[config.mk]
export PLATFORM = sky130hd
export DESIGN_NAME = smc_stop_ctrl
export DESIGN_NICKNAME = d
export VERILOG_FILES = /design/src/core/smc_pkg.sv /design/src/core/smc_stop_ctrl.sv
export SDC_FILE = /design/constraint.sdc
export NUM_CORES = 1
export LEC_CHECK = 0
export BUFFER_PORTS_ARGS = -buffer_cell sky130_fd_sc_hd__buf_4
export CAP_MARGIN = 30
export CORE_ASPECT_RATIO = 0.5
export CORE_MARGIN = 4
export CORE_UTILIZATION = 35
export CTS_CLUSTER_DIAMETER = 80
export CTS_CLUSTER_SIZE = 14
export DETAILED_ROUTE_END_ITERATION = 12
export PLACE_DENSITY = 0.63
export SLEW_MARGIN = 0
export SYNTH_ARGS = -nofsm -noshare
export SYNTH_HDL_FRONTEND = slang
export SYNTH_SLANG_ARGS = --single-unit
[constraint.sdc]
create_clock -name aclk -period 4 [get_ports aclk]
set_input_delay 0.8 -clock aclk [delete_from_list [all_inputs] [get_ports aclk]]
set_output_delay 0.8 -clock aclk [all_outputs]
set_load 0.01 [all_outputs]
[src/core/smc_pkg.sv]
// Operation
// - Permitted stop enters a depth, halts clocks
// - Unpermitted stop forces illegal-opcode reset instead
// - Select bits pick depth one, two, three
// - Depths one, two need detection unarmed
// - Depth one wakes on reset or low irq
// - Depth one forces detect, exit awaits rearm
// - Depth one wake restarts as power-on
// - Depth two latches pins until release write
// - Depth two wakes on reset, irq, periodic
// - Depth two wake resets all, pins latched
// - Depth two wake sets flag until release
// - Opened pins follow current port registers
// - Disabled peripheral pins follow port control
// - Depth three halts oscillator, keeps state
// - Depth three wakes reset, irq, keypad, periodic
// - Self-clocked tick wakes; rate zero disables
// - Debug permit keeps debug clocks, regulator
// - Debug permit turns depth one/two into three
// - Status memory commands err during stop
// - Background command wakes into debug mode
// - Armed detection keeps regulator, forces depth three
// - Depth one forces pins to reset state
package smc_pkg;

  // ----------------------------------------
  // Sizes and register map
  // ----------------------------------------
  localparam int PIN_W = 8;
  localparam int ADDR_W = 8;
  localparam logic [7:0] OFS_CTRL = 8'h00;
  localparam logic [7:0] OFS_RELEASE = 8'h04;
  localparam logic [7:0] OFS_STATUS = 8'h08;
  localparam int B_PERMIT = 0;
  localparam int B_PWRDN = 1;
  localparam int B_PARTDN = 2;
  localparam int B_LVON = 3;
  localparam int B_LVSLP = 4;
  localparam int B_DBG = 5;
  localparam int B_RATE = 8;
  localparam int RATE_W = 3;
  localparam logic [31:0] CTRL_RST = 32'h0000_0000;
  localparam logic [31:0] CTRL_MASK = 32'h0000_073f;
  localparam int B_RELEASE = 0;
  localparam int B_FLAG = 0;
  localparam int B_LATCH = 1;
  localparam int B_STATE = 4;
  localparam logic [1:0] RESP_OKAY = 2'h0;
  localparam logic [1:0] RESP_SLVERR = 2'h2;

  // ----------------------------------------
  // Timing
  // ----------------------------------------
  localparam int CLK_HZ = 10_000_000;
  localparam int TICK_HZ = 1000;
  localparam int TICK_DIV_DFLT = CLK_HZ / TICK_HZ;
  localparam int DIV_W = 14;
  localparam int PER_W = 10;
  localparam logic [9:0] PER_BASE = 10'h004;

  // ----------------------------------------
  // Types
  // ----------------------------------------
  typedef enum logic [3:0] {
    ST_RUN = 4'h1,
    ST_STOP1 = 4'h2,
    ST_STOP2 = 4'h4,
    ST_STOP3 = 4'h8
  } smc_state_t;

  typedef enum logic [1:0] {
    VEC_RESET = 2'h0,
    VEC_IRQ = 2'h1,
    VEC_KEYPAD = 2'h2,
    VEC_PERIODIC = 2'h3
  } smc_vec_t;

  typedef struct packed {
    logic awvalid;
    logic [ADDR_W-1:0] awaddr;
    logic wvalid;
    logic [31:0] wdata;
    logic [3:0] wstrb;
    logic bready;
    logic arvalid;
    logic [ADDR_W-1:0] araddr;
    logic rready;
  } smc_axi_req_t;

  typedef struct packed {
    logic awready;
    logic wready;
    logic bvalid;
    logic [1:0] bresp;
    logic arready;
    logic rvalid;
    logic [31:0] rdata;
    logic [1:0] rresp;
  } smc_axi_rsp_t;

endpackage : smc_pkg

[src/core/smc_stop_ctrl.sv]
// The register offsets and the AXI4-Lite interface to the registers were decided locally.
`timescale 1ns/1ps
module smc_stop_ctrl
  import smc_pkg::*;
#(
  parameter int TICK_DIV = TICK_DIV_DFLT
) (
  // Clock and reset
  input wire logic aclk,
  input wire logic aresetn,
  // Register bus
  input wire smc_axi_req_t axi_req,
  output smc_axi_rsp_t axi_rsp,
  // CPU
  input wire logic stop_exec,
  // Wake sources
  input wire logic reset_pin_n,
  input wire logic irq_pin_n,
  input wire logic keypad_irq,
  input wire logic lowv_rearm_ok,
  // Debug port
  input wire logic dbg_background_cmd,
  input wire logic dbg_mem_status_cmd,
  // Port and peripheral drive
  input wire logic [PIN_W-1:0] port_out,
  input wire logic [PIN_W-1:0] port_oe,
  input wire logic [PIN_W-1:0] periph_en,
  input wire logic [PIN_W-1:0] periph_out,
  input wire logic [PIN_W-1:0] periph_oe,
  // Pins
  output logic [PIN_W-1:0] pin_out,
  output logic [PIN_W-1:0] pin_oe_n,
  // Power and clock control
  output logic clocks_halt,
  output logic osc_halt,
  output logic debug_clk_run,
  output logic regulator_standby,
  output logic lowv_force,
  output logic tick_src_on,
  // Wake results
  output logic sys_reset_req,
  output logic illegal_reset,
  output logic wake_irq,
  output smc_vec_t vector_sel,
  output logic debug_enter,
  output logic dbg_status_err,
  output logic dbg_mem_grant
);

  // ----------------------------------------
  // Declarations
  // ----------------------------------------
  smc_state_t state;
  logic [31:0] ctrl;
  logic flag;
  logic latched;
  logic dbg_s;
  logic lowv_s;
  logic [RATE_W-1:0] rate_s;
  logic [DIV_W-1:0] div_cnt;
  logic [PER_W-1:0] per_cnt;
  logic [PER_W-1:0] per_limit;
  logic tick;
  logic per_hit;
  logic wake_pin;
  logic lowv_armed;
  logic [PIN_W-1:0] next_pin_out;
  logic [PIN_W-1:0] next_pin_oe_n;

  logic awready;
  logic wready;
  logic bvalid;
  logic [1:0] bresp;
  logic arready;
  logic rvalid;
  logic [31:0] rdata;
  logic [1:0] rresp;
  logic aw_held;
  logic w_held;
  logic [ADDR_W-1:0] aw_addr;
  logic [31:0] w_data;
  logic [3:0] w_strb;
  logic [31:0] strb_mask;
  logic wr_go;
  logic rel_wr;

  // Bus answer straight from its flops
  assign axi_rsp = '{awready, wready, bvalid, bresp,
                     arready, rvalid, rdata, rresp};

  // ----------------------------------------
  // AXI4-Lite write path
  // ----------------------------------------
  // Address and data are taken independently, in either order or in the same cycle
  always_ff @(posedge aclk) begin
    if (!aresetn) begin
      awready <= 1'b0;
      aw_held <= 1'b0;
      aw_addr <= '0;
    end else if (awready && axi_req.awvalid) begin
      awready <= 1'b0;
      aw_held <= 1'b1;
      aw_addr <= axi_req.awaddr;
    end else if (wr_go) begin
      aw_held <= 1'b0;
    end else if (!aw_held && !bvalid && axi_req.awvalid) begin
      awready <= 1'b1;
    end
  end

  always_ff @(posedge aclk) begin
    if (!aresetn) begin
      wready <= 1'b0;
      w_held <= 1'b0;
      w_data <= '0;
      w_strb <= '0;
    end else if (wready && axi_req.wvalid) begin
      wready <= 1'b0;
      w_held <= 1'b1;
      w_data <= axi_req.wdata;
      w_strb <= axi_req.wstrb;
    end else if (wr_go) begin
      w_held <= 1'b0;
    end else if (!w_held && !bvalid && axi_req.wvalid) begin
      wready <= 1'b1;
    end
  end

  assign wr_go = aw_held && w_held && !bvalid;
  assign rel_wr = wr_go && (aw_addr == OFS_RELEASE)
                  && w_strb[0] && w_data[B_RELEASE];

  // Byte enables to a bit mask
  always_comb begin
    for (int b = 0; b < 4; b++) begin
      strb_mask[8*b +: 8] = {8{w_strb[b]}};
    end
  end

  // Response once both halves are in
  always_ff @(posedge aclk) begin
    if (!aresetn) begin
      bvalid <= 1'b0;
      bresp <= RESP_OKAY;
    end else if (wr_go) begin
      bvalid <= 1'b1;
      if (aw_addr == OFS_CTRL || aw_addr == OFS_RELEASE) begin
        bresp <= RESP_OKAY;
      end else begin
        bresp <= RESP_SLVERR;
      end
    end else if (bvalid && axi_req.bready) begin
      bvalid <= 1'b0;
    end
  end

  // Control word; a power-on style wake returns it to defaults
  always_ff @(posedge aclk) begin
    if (!aresetn || sys_reset_req) begin
      ctrl <= CTRL_RST;
    end else if (wr_go && aw_addr == OFS_CTRL) begin
      ctrl <= (ctrl & ~strb_mask) | (w_data & strb_mask & CTRL_MASK);
    end
  end

  // ----------------------------------------
  // AXI4-Lite read path
  // ----------------------------------------
  always_ff @(posedge aclk) begin
    if (!aresetn) begin
      arready <= 1'b0;
      rvalid <= 1'b0;
      rdata <= '0;
      rresp <= RESP_OKAY;
    end else if (arready && axi_req.arvalid) begin
      arready <= 1'b0;
      rvalid <= 1'b1;
      rresp <= RESP_OKAY;
      rdata <= '0;
      unique case (axi_req.araddr)
        OFS_CTRL: rdata <= ctrl;
        OFS_RELEASE: rdata <= '0;
        OFS_STATUS: begin
          rdata[B_FLAG] <= flag;
          rdata[B_LATCH] <= latched;
          rdata[B_STATE +: 4] <= state;
        end
        default: rresp <= RESP_SLVERR;
      endcase
    end else if (rvalid && axi_req.rready) begin
      rvalid <= 1'b0;
    end else if (!rvalid && axi_req.arvalid) begin
      arready <= 1'b1;
    end
  end

  // ----------------------------------------
  // Stop sequencer
  // ----------------------------------------
  // Reset and irq pins are both sampled active low; there is no polarity setting
  assign wake_pin = !reset_pin_n || !irq_pin_n;
  assign lowv_armed = ctrl[B_LVON] && ctrl[B_LVSLP];

  always_ff @(posedge aclk) begin
    if (!aresetn) begin
      state <= ST_RUN;
      dbg_s <= 1'b0;
      lowv_s <= 1'b0;
      rate_s <= '0;
      sys_reset_req <= 1'b0;
      illegal_reset <= 1'b0;
      wake_irq <= 1'b0;
      debug_enter <= 1'b0;
      vector_sel <= VEC_RESET;
    end else begin
      sys_reset_req <= 1'b0;
      illegal_reset <= 1'b0;
      wake_irq <= 1'b0;
      debug_enter <= 1'b0;
      unique case (state)
        ST_RUN: begin
          if (stop_exec && !ctrl[B_PERMIT]) begin
            illegal_reset <= 1'b1;
            vector_sel <= VEC_RESET;
          end else if (stop_exec) begin
            // Settings frozen here so later writes cannot move the depth
            dbg_s <= ctrl[B_DBG];
            lowv_s <= lowv_armed;
            rate_s <= ctrl[B_RATE +: RATE_W];
            if (!ctrl[B_PWRDN] || ctrl[B_DBG] || lowv_armed) begin
              state <= ST_STOP3;
            end else if (ctrl[B_PARTDN]) begin
              state <= ST_STOP2;
            end else begin
              state <= ST_STOP1;
            end
          end
        end
        ST_STOP1: begin
          // Held until the supply is back above the rearm point
          if (wake_pin && lowv_rearm_ok) begin
            state <= ST_RUN;
            sys_reset_req <= 1'b1;
            vector_sel <= VEC_RESET;
          end
        end
        ST_STOP2: begin
          if (wake_pin || per_hit) begin
            state <= ST_RUN;
            sys_reset_req <= 1'b1;
            vector_sel <= VEC_RESET;
          end
        end
        ST_STOP3: begin
          if (!reset_pin_n) begin
            state <= ST_RUN;
            sys_reset_req <= 1'b1;
            vector_sel <= VEC_RESET;
          end else if (dbg_s && dbg_background_cmd) begin
            state <= ST_RUN;
            debug_enter <= 1'b1;
          end else if (!irq_pin_n) begin
            state <= ST_RUN;
            wake_irq <= 1'b1;
            vector_sel <= VEC_IRQ;
          end else if (keypad_irq) begin
            state <= ST_RUN;
            wake_irq <= 1'b1;
            vector_sel <= VEC_KEYPAD;
          end else if (per_hit) begin
            state <= ST_RUN;
            wake_irq <= 1'b1;
            vector_sel <= VEC_PERIODIC;
          end
        end
      endcase
    end
  end

  // ----------------------------------------
  // Clock and regulator controls
  // ----------------------------------------
  // One cycle behind the state, which is harmless at these depths
  always_ff @(posedge aclk) begin
    if (!aresetn) begin
      clocks_halt <= 1'b0;
      osc_halt <= 1'b0;
      debug_clk_run <= 1'b0;
      regulator_standby <= 1'b0;
      lowv_force <= 1'b0;
    end else begin
      clocks_halt <= (state != ST_RUN);
      osc_halt <= (state != ST_RUN) && !dbg_s;
      debug_clk_run <= (state != ST_RUN) && dbg_s;
      regulator_standby <= (state != ST_RUN) && !dbg_s && !lowv_s;
      lowv_force <= (state == ST_STOP1);
    end
  end

  // ----------------------------------------
  // Periodic wake timer
  // ----------------------------------------
  // Internal tick is not available in depth three with debug on
  always_ff @(posedge aclk) begin
    if (!aresetn) begin
      tick_src_on <= 1'b0;
    end else begin
      tick_src_on <= (rate_s != '0) &&
                     ((state == ST_STOP2) || (state == ST_STOP3 && !dbg_s));
    end
  end

  assign tick = tick_src_on && (div_cnt == DIV_W'(TICK_DIV - 1));
  assign per_limit = PER_BASE << rate_s;
  assign per_hit = tick && (per_cnt == per_limit - 10'h001);

  always_ff @(posedge aclk) begin
    if (!aresetn || !tick_src_on) begin
      div_cnt <= '0;
      per_cnt <= '0;
    end else if (tick) begin
      div_cnt <= '0;
      per_cnt <= per_hit ? '0 : per_cnt + 10'h001;
    end else begin
      div_cnt <= div_cnt + 14'h0001;
    end
  end

  // ----------------------------------------
  // Pin latch and wake flag
  // ----------------------------------------
  // Set beats the release write in the same cycle
  always_ff @(posedge aclk) begin
    if (!aresetn) begin
      latched <= 1'b0;
      flag <= 1'b0;
    end else begin
      if (state == ST_STOP2) begin
        latched <= 1'b1;
      end else if (rel_wr) begin
        latched <= 1'b0;
      end
      if (state == ST_STOP2 && (wake_pin || per_hit)) begin
        flag <= 1'b1;
      end else if (rel_wr) begin
        flag <= 1'b0;
      end
    end
  end

  // Per-pin source select
  generate
    for (genvar i = 0; i < PIN_W; i++) begin : g_pin
      assign next_pin_out[i] = periph_en[i] ? periph_out[i] : port_out[i];
      assign next_pin_oe_n[i] = !(periph_en[i] ? periph_oe[i] : port_oe[i]);
    end
  endgenerate

  // Depth three keeps driving from the retained port logic
  always_ff @(posedge aclk) begin
    if (!aresetn || state == ST_STOP1) begin
      pin_out <= '0;
      pin_oe_n <= '1;
    end else if (!latched && state != ST_STOP2) begin
      pin_out <= next_pin_out;
      pin_oe_n <= next_pin_oe_n;
    end
  end

  // ----------------------------------------
  // Debug command screening
  // ----------------------------------------
  always_ff @(posedge aclk) begin
    if (!aresetn) begin
      dbg_status_err <= 1'b0;
      dbg_mem_grant <= 1'b0;
    end else begin
      dbg_status_err <= dbg_mem_status_cmd && (state != ST_RUN);
      dbg_mem_grant <= dbg_mem_status_cmd && (state == ST_RUN);
    end
  end

  // ----------------------------------------
  // Assertions
  // ----------------------------------------
  property p_illegal;
    @(posedge aclk) disable iff (!aresetn)
    state == ST_RUN && stop_exec && !ctrl[B_PERMIT]
      |=> illegal_reset && state == ST_RUN;
  endproperty
  a_illegal: assert property (p_illegal) else $error("no illegal reset");

  property p_enter;
    @(posedge aclk) disable iff (!aresetn)
    state == ST_RUN && stop_exec && ctrl[B_PERMIT]
      |=> state != ST_RUN ##1 clocks_halt;
  endproperty
  a_enter: assert property (p_enter) else $error("stop not entered");

  property p_depth3;
    @(posedge aclk) disable iff (!aresetn)
    state == ST_RUN && stop_exec && ctrl[B_PERMIT] && !ctrl[B_PWRDN]
      |=> state == ST_STOP3;
  endproperty
  a_depth3: assert property (p_depth3) else $error("depth three missed");

  property p_depth1;
    @(posedge aclk) disable iff (!aresetn)
    state == ST_RUN && stop_exec && ctrl[B_PERMIT] && ctrl[B_PWRDN]
      && !ctrl[B_PARTDN] && !ctrl[B_DBG] && !lowv_armed
      |=> state == ST_STOP1 ##1 lowv_force;
  endproperty
  a_depth1: assert property (p_depth1) else $error("depth one missed");

  property p_dbg3;
    @(posedge aclk) disable iff (!aresetn)
    state == ST_RUN && stop_exec && ctrl[B_PERMIT] && ctrl[B_DBG]
      |=> state == ST_STOP3 ##1 debug_clk_run && !regulator_standby;
  endproperty
  a_dbg3: assert property (p_dbg3) else $error("debug depth wrong");

  property p_lowv3;
    @(posedge aclk) disable iff (!aresetn)
    state == ST_RUN && stop_exec && ctrl[B_PERMIT] && lowv_armed
      |=> state == ST_STOP3 ##1 !regulator_standby;
  endproperty
  a_lowv3: assert property (p_lowv3) else $error("armed detect ignored");

  property p_s1_hold;
    @(posedge aclk) disable iff (!aresetn)
    state == ST_STOP1 && !lowv_rearm_ok |=> state == ST_STOP1;
  endproperty
  a_s1_hold: assert property (p_s1_hold) else $error("early depth one exit");

  property p_s1_pins;
    @(posedge aclk) disable iff (!aresetn)
    state == ST_STOP1 |=> pin_oe_n == '1 && pin_out == '0;
  endproperty
  a_s1_pins: assert property (p_s1_pins) else $error("pins not reset");

  property p_latch;
    @(posedge aclk) disable iff (!aresetn)
    latched && $past(latched) |-> $stable(pin_out) && $stable(pin_oe_n);
  endproperty
  a_latch: assert property (p_latch) else $error("latched pin moved");

  property p_flag;
    @(posedge aclk) disable iff (!aresetn)
    state == ST_STOP2 && (wake_pin || per_hit)
      |=> flag && sys_reset_req && state == ST_RUN;
  endproperty
  a_flag: assert property (p_flag) else $error("wake flag not set");

  property p_dbg_err;
    @(posedge aclk) disable iff (!aresetn)
    state != ST_RUN && dbg_mem_status_cmd |=> dbg_status_err && !dbg_mem_grant;
  endproperty
  a_dbg_err: assert property (p_dbg_err) else $error("stop access allowed");

  property p_rti_off;
    @(posedge aclk) disable iff (!aresetn)
    rate_s == '0 |-> !tick_src_on && !per_hit;
  endproperty
  a_rti_off: assert property (p_rti_off) else $error("rate zero ran tick");

endmodule : smc_stop_ctrl

-- After elaboration in Yosys (flattened, before gate mapping)
Index checks and enable logic that the tools add are counted.
- register bits after elaboration: 163
- bits of input ports: 106
- output and inout port bits: 71
- word-level logic and storage cells: 217
- add/subtract/negate cells: 3
- eq/ne operators: 19
- shifts and indexed selects: 1
- multiplexer cells: 63
- bitwise logic cells: 10
- reductions and logical operators: 84
- operators with widths (kind ; count):
    $mux 4 ; 10
    $mux 1 ; 34
    $and 32x32->32 ; 1
    $not 32->32 ; 1
    $or 32x11->32 ; 1
    $logic_and 1x1->1 ; 31
    $mux 24 ; 1
    $mux 2 ; 11
    $logic_not 1->1 ; 21
    $eq 8x3->1 const B ; 2
    $logic_not 8->1 ; 2
    $pmux 4 s4 ; 1
    $add 14x1->14 const B ; 1
    $eq 14x14->1 const B ; 1
    $reduce_bool 2->1 ; 6
    $and 11x11->11 ; 1
    $add 10x1->10 const B ; 1
    $eq 10x10->1 ; 1
    $mux 10 ; 1
    $ne 2x2->1 const B ; 5
    $reduce_and 5->1 ; 2
    $shl 3x3->10 const A ; 1
    $sub 10x1->10 const B ; 1
    $logic_or 1x1->1 ; 9
    22 further kinds ; 34

-- Depth between registers and ports, before layout
- depth after elaboration: 10
- depth in mapped cells: 12
- gate-level depth less buffers: 9

-- Worst setup path before layout
OpenSTA, ideal clock, no wires.
- path kind: flip-flop to flip-flop
- start: reg rate_s[2]
- end: reg vector_sel[0]
- library setup time: 0.072 ns
- arrival time: 2.766 ns
- data required time: 3.928 ns
- slack: 1.162 ns
- cell stages (with the launch flop): 11
- path buffers: 2
- clock period less this slack: 2.838 ns
- cell sequence: dfxtp_1 > clkbuf_1 > or3_1 > ha_1 > clkbuf_1 > or4b_2 > a31oi_1 > a31oi_1 > and2_2 > o221ai_2 > mux2i_1
- longest elaborated chain between the ends: 7
- elaborated cells between the ends (all ways): 8
- those cells by class: 1 x add/sub; 3 x eq/ne; 1 x shift; 3 x reduce/logical
- ends and longest elaborated chain (item ; RTL line ; RTL):
    start: declaration ; smc_stop_ctrl.sv:59 ; logic [RATE_W-1:0] rate_s;
    start signal: assignment ; smc_stop_ctrl.sv:229 ; rate_s <= ctrl[B_RATE +: RATE_W];
    $shl 3x3->10 (*) ; smc_stop_ctrl.sv:314 ; assign per_limit = PER_BASE << rate_s;
    $sub 10x1->10 (*) ; smc_stop_ctrl.sv:315 ; assign per_hit = tick && (per_cnt == per_limit - 10'h001);
    $eq 10x10->1 (*) ; smc_stop_ctrl.sv:315 ;
    $logic_and 1x1->1 (*) ; smc_stop_ctrl.sv:315 ;
    $logic_or 1x1->1 ; smc_stop_ctrl.sv:248 ; if (wake_pin || per_hit) begin
    $ne 2x2->1 (no source line) ; n/a ;
    $reduce_and 5->1 (no source line) (*) ; n/a ;
    end signal: assignment ; smc_stop_ctrl.sv:244 ; vector_sel <= VEC_RESET;
    end signal: assignment ; smc_stop_ctrl.sv:251 ; vector_sel <= VEC_RESET;
    end signal: assignment ; smc_stop_ctrl.sv:258 ; vector_sel <= VEC_RESET;
    end: declaration ; smc_stop_ctrl.sv:44 ; output smc_vec_t vector_sel,
Every way passes the cells marked *; elsewhere a longest branch is shown, timed or not.
A chain may end at the register's enable or synchronous reset.

-- Worst setup path after layout
- start: reg rate_s[2]
- end: reg vector_sel[1]
The elaborated chain is that of the path after synthesis.

==> metrics.md <==
| Metric | Value |
|---|---|
| Outcome | `complete, no violations` |
| Setup CP Type | `reg2reg` |
| R2r setup slk | `between 0.9 and 1 ns` |
| Post-synth ARST share | `0` |
| Switching part of the total | `0.243` |
| Hold Violations, Final | `0` |
| Share of layout cells above drive strength 1 | `0.249` |
| Synth area leader | `dfxtp_1` |
| Setup bufs post-CTS | `0` |
| List of most frequent post-synthesis cells | `dfxtp_1 (159), nand2_1 (92), nor2_1 (47)` |
| Max Fclk | `333 MHz` |
| Clock power frac | `0.464` |
| CTS buffer count | `17` |
| Power per cell area | `between 400 and 500 nW/um^2` |
| R2r worst-path depth | `8` |
| Synthesized area | `~6400 sq um` |
| Iter 0 DRT Violations | `around 240` |
| Number of global-route vias before repair | `4,917` |
| Post-route DRC | `0` |
| Crit end category | `flip-flop` |
| Placed insts | `a little over 1k` |
| WHS | `~0.43 ns` |
| Worst Path Required | `roughly 4.4 ns` |
| Insertion delay to the later sink of the worst-skew pair | `0.42 ns` |
| CTS max path bufs | `2` |
| Crit-path cells | `or3_1 > ha_1 > and3_1 > a311o_1 > a221oi_1 > a21boi_0 > o221ai_2 > mux2i_1` |
| Post-synth cell types | `59` |
| Worst path max stage delay | `approximately 0.46 ns` |
| ANT nets after route | `0` |
| First-pass GRT wire length | `25,100 um` |
| Fin area | `a little over 8000 sq um` |
| Hold Crit Start | `lowv_s` |
| Area after DPL | `7620 sq um` |
| Max_cap viols | `0` |
| H-tree Lvls | `4` |
| Yosys top cell area share | `0.501` |
| Total grt overflow | `0` |
| Max FO, Critical Path | `15` |
| VDD IR-drop max | `0.316 mV` |
| Total Routing Usage GR | `0.152` |
| Routed Wire Length | `~16,000 um` |
| Switch Pwr | `933 uW` |
| CTS root buf | `clkbuf_16` |
| Pin count of the biggest net entering global routing | `40` |
| Setup Skew | `roughly 0.013 ns` |
| Hold worst-path end | `regulator_standby` |
| Leak pwr | `0.00343 uW` |
| Crit Reg-Reg Endpoint | `vector_sel[1]` |
| Fin nets | `just over 900` |
| Router iterations before antenna repair | `4` |
| Count leader, synth | `dfxtp_1` |
| Setup tns final | `0 ns` |
| Die Ht | `between 100 and 150 um` |
| CP max-delay cell | `a221oi_1` |
| Cells after Synth | `between 600 and 700` |
| Final Non-Filler Cells | `around 1.1k` |
| Routability congestion estimate | `roughly 0.78` |
| IO Count | `roughly 180` |
| Reg power frac | `0.440` |
| Clock Sinks | `~160` |
| Largest delay contributor family on the critical path | `compound AO/OA/AOI/OAI gates` |
| Initial antenna violation count | `0` |
| DP HPWL | `roughly 12,000 um` |
| Synth Register Bits | `between 150 and 200` |
| Final period util | `0.751` |
| Hold buffer count at CTS | `0` |
| Slew margin rel. | `0.389` |
| RSZ-0062 raised after global routing | `no` |
| Post-synth top flop | `dfxtp_1` |
| YS warnings | `0` |
| Fin crit period | `around 3 ns` |
| Vias | `5,197` |
| Worst hold path class | `reg2reg` |
| Mean Syn Cell Area | `around 9.3 sq um` |
| Reg-to-reg startpoint | `rate_s[2]` |
| Port Buffers | `between 150 and 200` |
| Sequential share of the synthesized area | `0.501` |
| Filler cells | `roughly 1.7k` |
| Post-synth EDFFs | `0` |
| Buf+Inv Stages, Crit Path | `0` |
| Total chip power | `3830 uW` |
| Clk slew on worst S/H paths | `around 0.070 ns` |
| Avg WL per Cell | `about 15 um` |
| Critical path arrival | `about 3.4 ns` |
| Hold path cells | `1` |
| CTS tree | `yes` |
| Area Growth Syn to Fin | `30.1%` |
| Core Region | `roughly 18,000 sq um` |
| Synth area leaders | `dfxtp_1 (50%), nand2_1 (5.4%), mux2i_1 (3.9%)` |
| # resized after CTS | `0` |
| Setup violators final | `0` |
| Actual slew at the worst max-slew pin | `roughly 0.91 ns` |
| DR vias/cell | `4.92` |
| Initial Utilization | `0.362` |
| Slew Viols, Final | `0` |
| # diodes | `0` |
| CP startpoint kind | `flip-flop` |
| Die area | `just over 20,000 sq um` |
| Die X | `around 200 um` |
| # rows | `34` |
| Share of total power in combinational logic | `0.096` |
| Pint | `approximately 2900 uW` |
[sequential cells by signal (all words and copies together) (netlist names), 2 cells and up, named ones only]
signal      count
pin_out         8
per_cnt        10
pin_oe_n        8
w_strb          4
w_data          9
ctrl           23
aw_addr         8
rdata          32
vector_sel      2
rate_s          3
state           4
div_cnt        14
[stage by stage]
step	worst slack [ns]	utilization
after global placement	1.04	0.434
after floorplan	1.16	-
after CTS	0.981	0.471
after global routing	0.685	0.471
final	0.995	0.471
after detailed placement	1.01	0.434
[worst max path at each step]
stage	startpoint	to	slack (ns)	cells past startpoint
floorplan	rate_s[2]	vector_sel[0]	1.16	10
global placement	rate_s[2]	vector_sel[1]	1.04	8
detailed placement	rate_s[2]	vector_sel[0]	1.01	8
CTS	rate_s[2]	vector_sel[0]	0.98	8
global route	rate_s[2]	vector_sel[0]	0.68	8
finish	rate_s[2]	vector_sel[1]	0.99	8
[power groups by stage]
| stage | registers (uW) | logic [uW] | clock network (uW) |
|---|---|---|---|
| 2_1_floorplan | 1720 | 201 | 0 |
| 5_1_grt | 1700 | 408 | 1890 |
| 3_5_place_dp | 1720 | 372 | 0 |
| 4_1_cts | 1690 | 374 | 1810 |
| 3_3_place_gp | 1720 | 369 | 0 |
| 6_report | 1690 | 369 | 1780 |
[logic make-up (layout without fill, tap and decap cells)]
kind of cell               after synthesis  in the layout  share of synthesized area
muxes                                   26             26                     0.0411
AOI/OAI and AO/OA                      129            129                      0.152
other                                    1              2                   0.000590
and+or+nand+nor                        284            284                      0.228
xor gates and xnor gates                25             25                     0.0345
adders and majority gates                3              3                    0.00591
buffers and inverters                   53            195                     0.0368
DFF                                    159            159                      0.501
[layout by cell type (no fill, tap or decap), types with 7 or more instances in the layout]
| cell type | Yosys | routed |
|---|---|---|
| o21a_1 | 8 | 8 |
| nor2b_1 | 14 | 13 |
| dfxtp_1 | 159 | 159 |
| nor2_1 | 47 | 47 |
| and2_1 | 28 | 28 |
| a22o_1 | 27 | 27 |
| a21boi_0 | 27 | 27 |
| and3_1 | 11 | 11 |
| xor2_1 | 12 | 12 |
| nand3_1 | 43 | 43 |
| clkbuf_16 | 0 | 17 |
| nand4_1 | 7 | 7 |
| buf_4 | 7 | 156 |
| inv_1 | 8 | 8 |
| o211a_1 | 7 | 7 |
| xnor2_1 | 13 | 13 |
| a211oi_1 | 8 | 8 |
| o21ai_0 | 10 | 10 |
| mux2i_1 | 25 | 25 |
| a21oi_1 | 19 | 19 |
| nand2_1 | 92 | 92 |
[area by class of cell]
type,instances,area (sq um),area share
clock buffers,17,425,0.0515
clock inverters,14,221,0.0268
inverters,8,30.0,0.00363
multi-input cells,469,2940,0.356
flip-flops and latches,159,3180,0.385
well taps,234,293,0.0354
repair buffers,156,1170,0.142
[layer usage]
layer  part of all wire  global-route usage  wire length [um]
met5                  0                   0                 0
met4             0.0075              0.0441               119
met3              0.038              0.0392               601
met2               0.47               0.242              7480
met1               0.48               0.208              7680
Power figures use the tool's default switching activity.
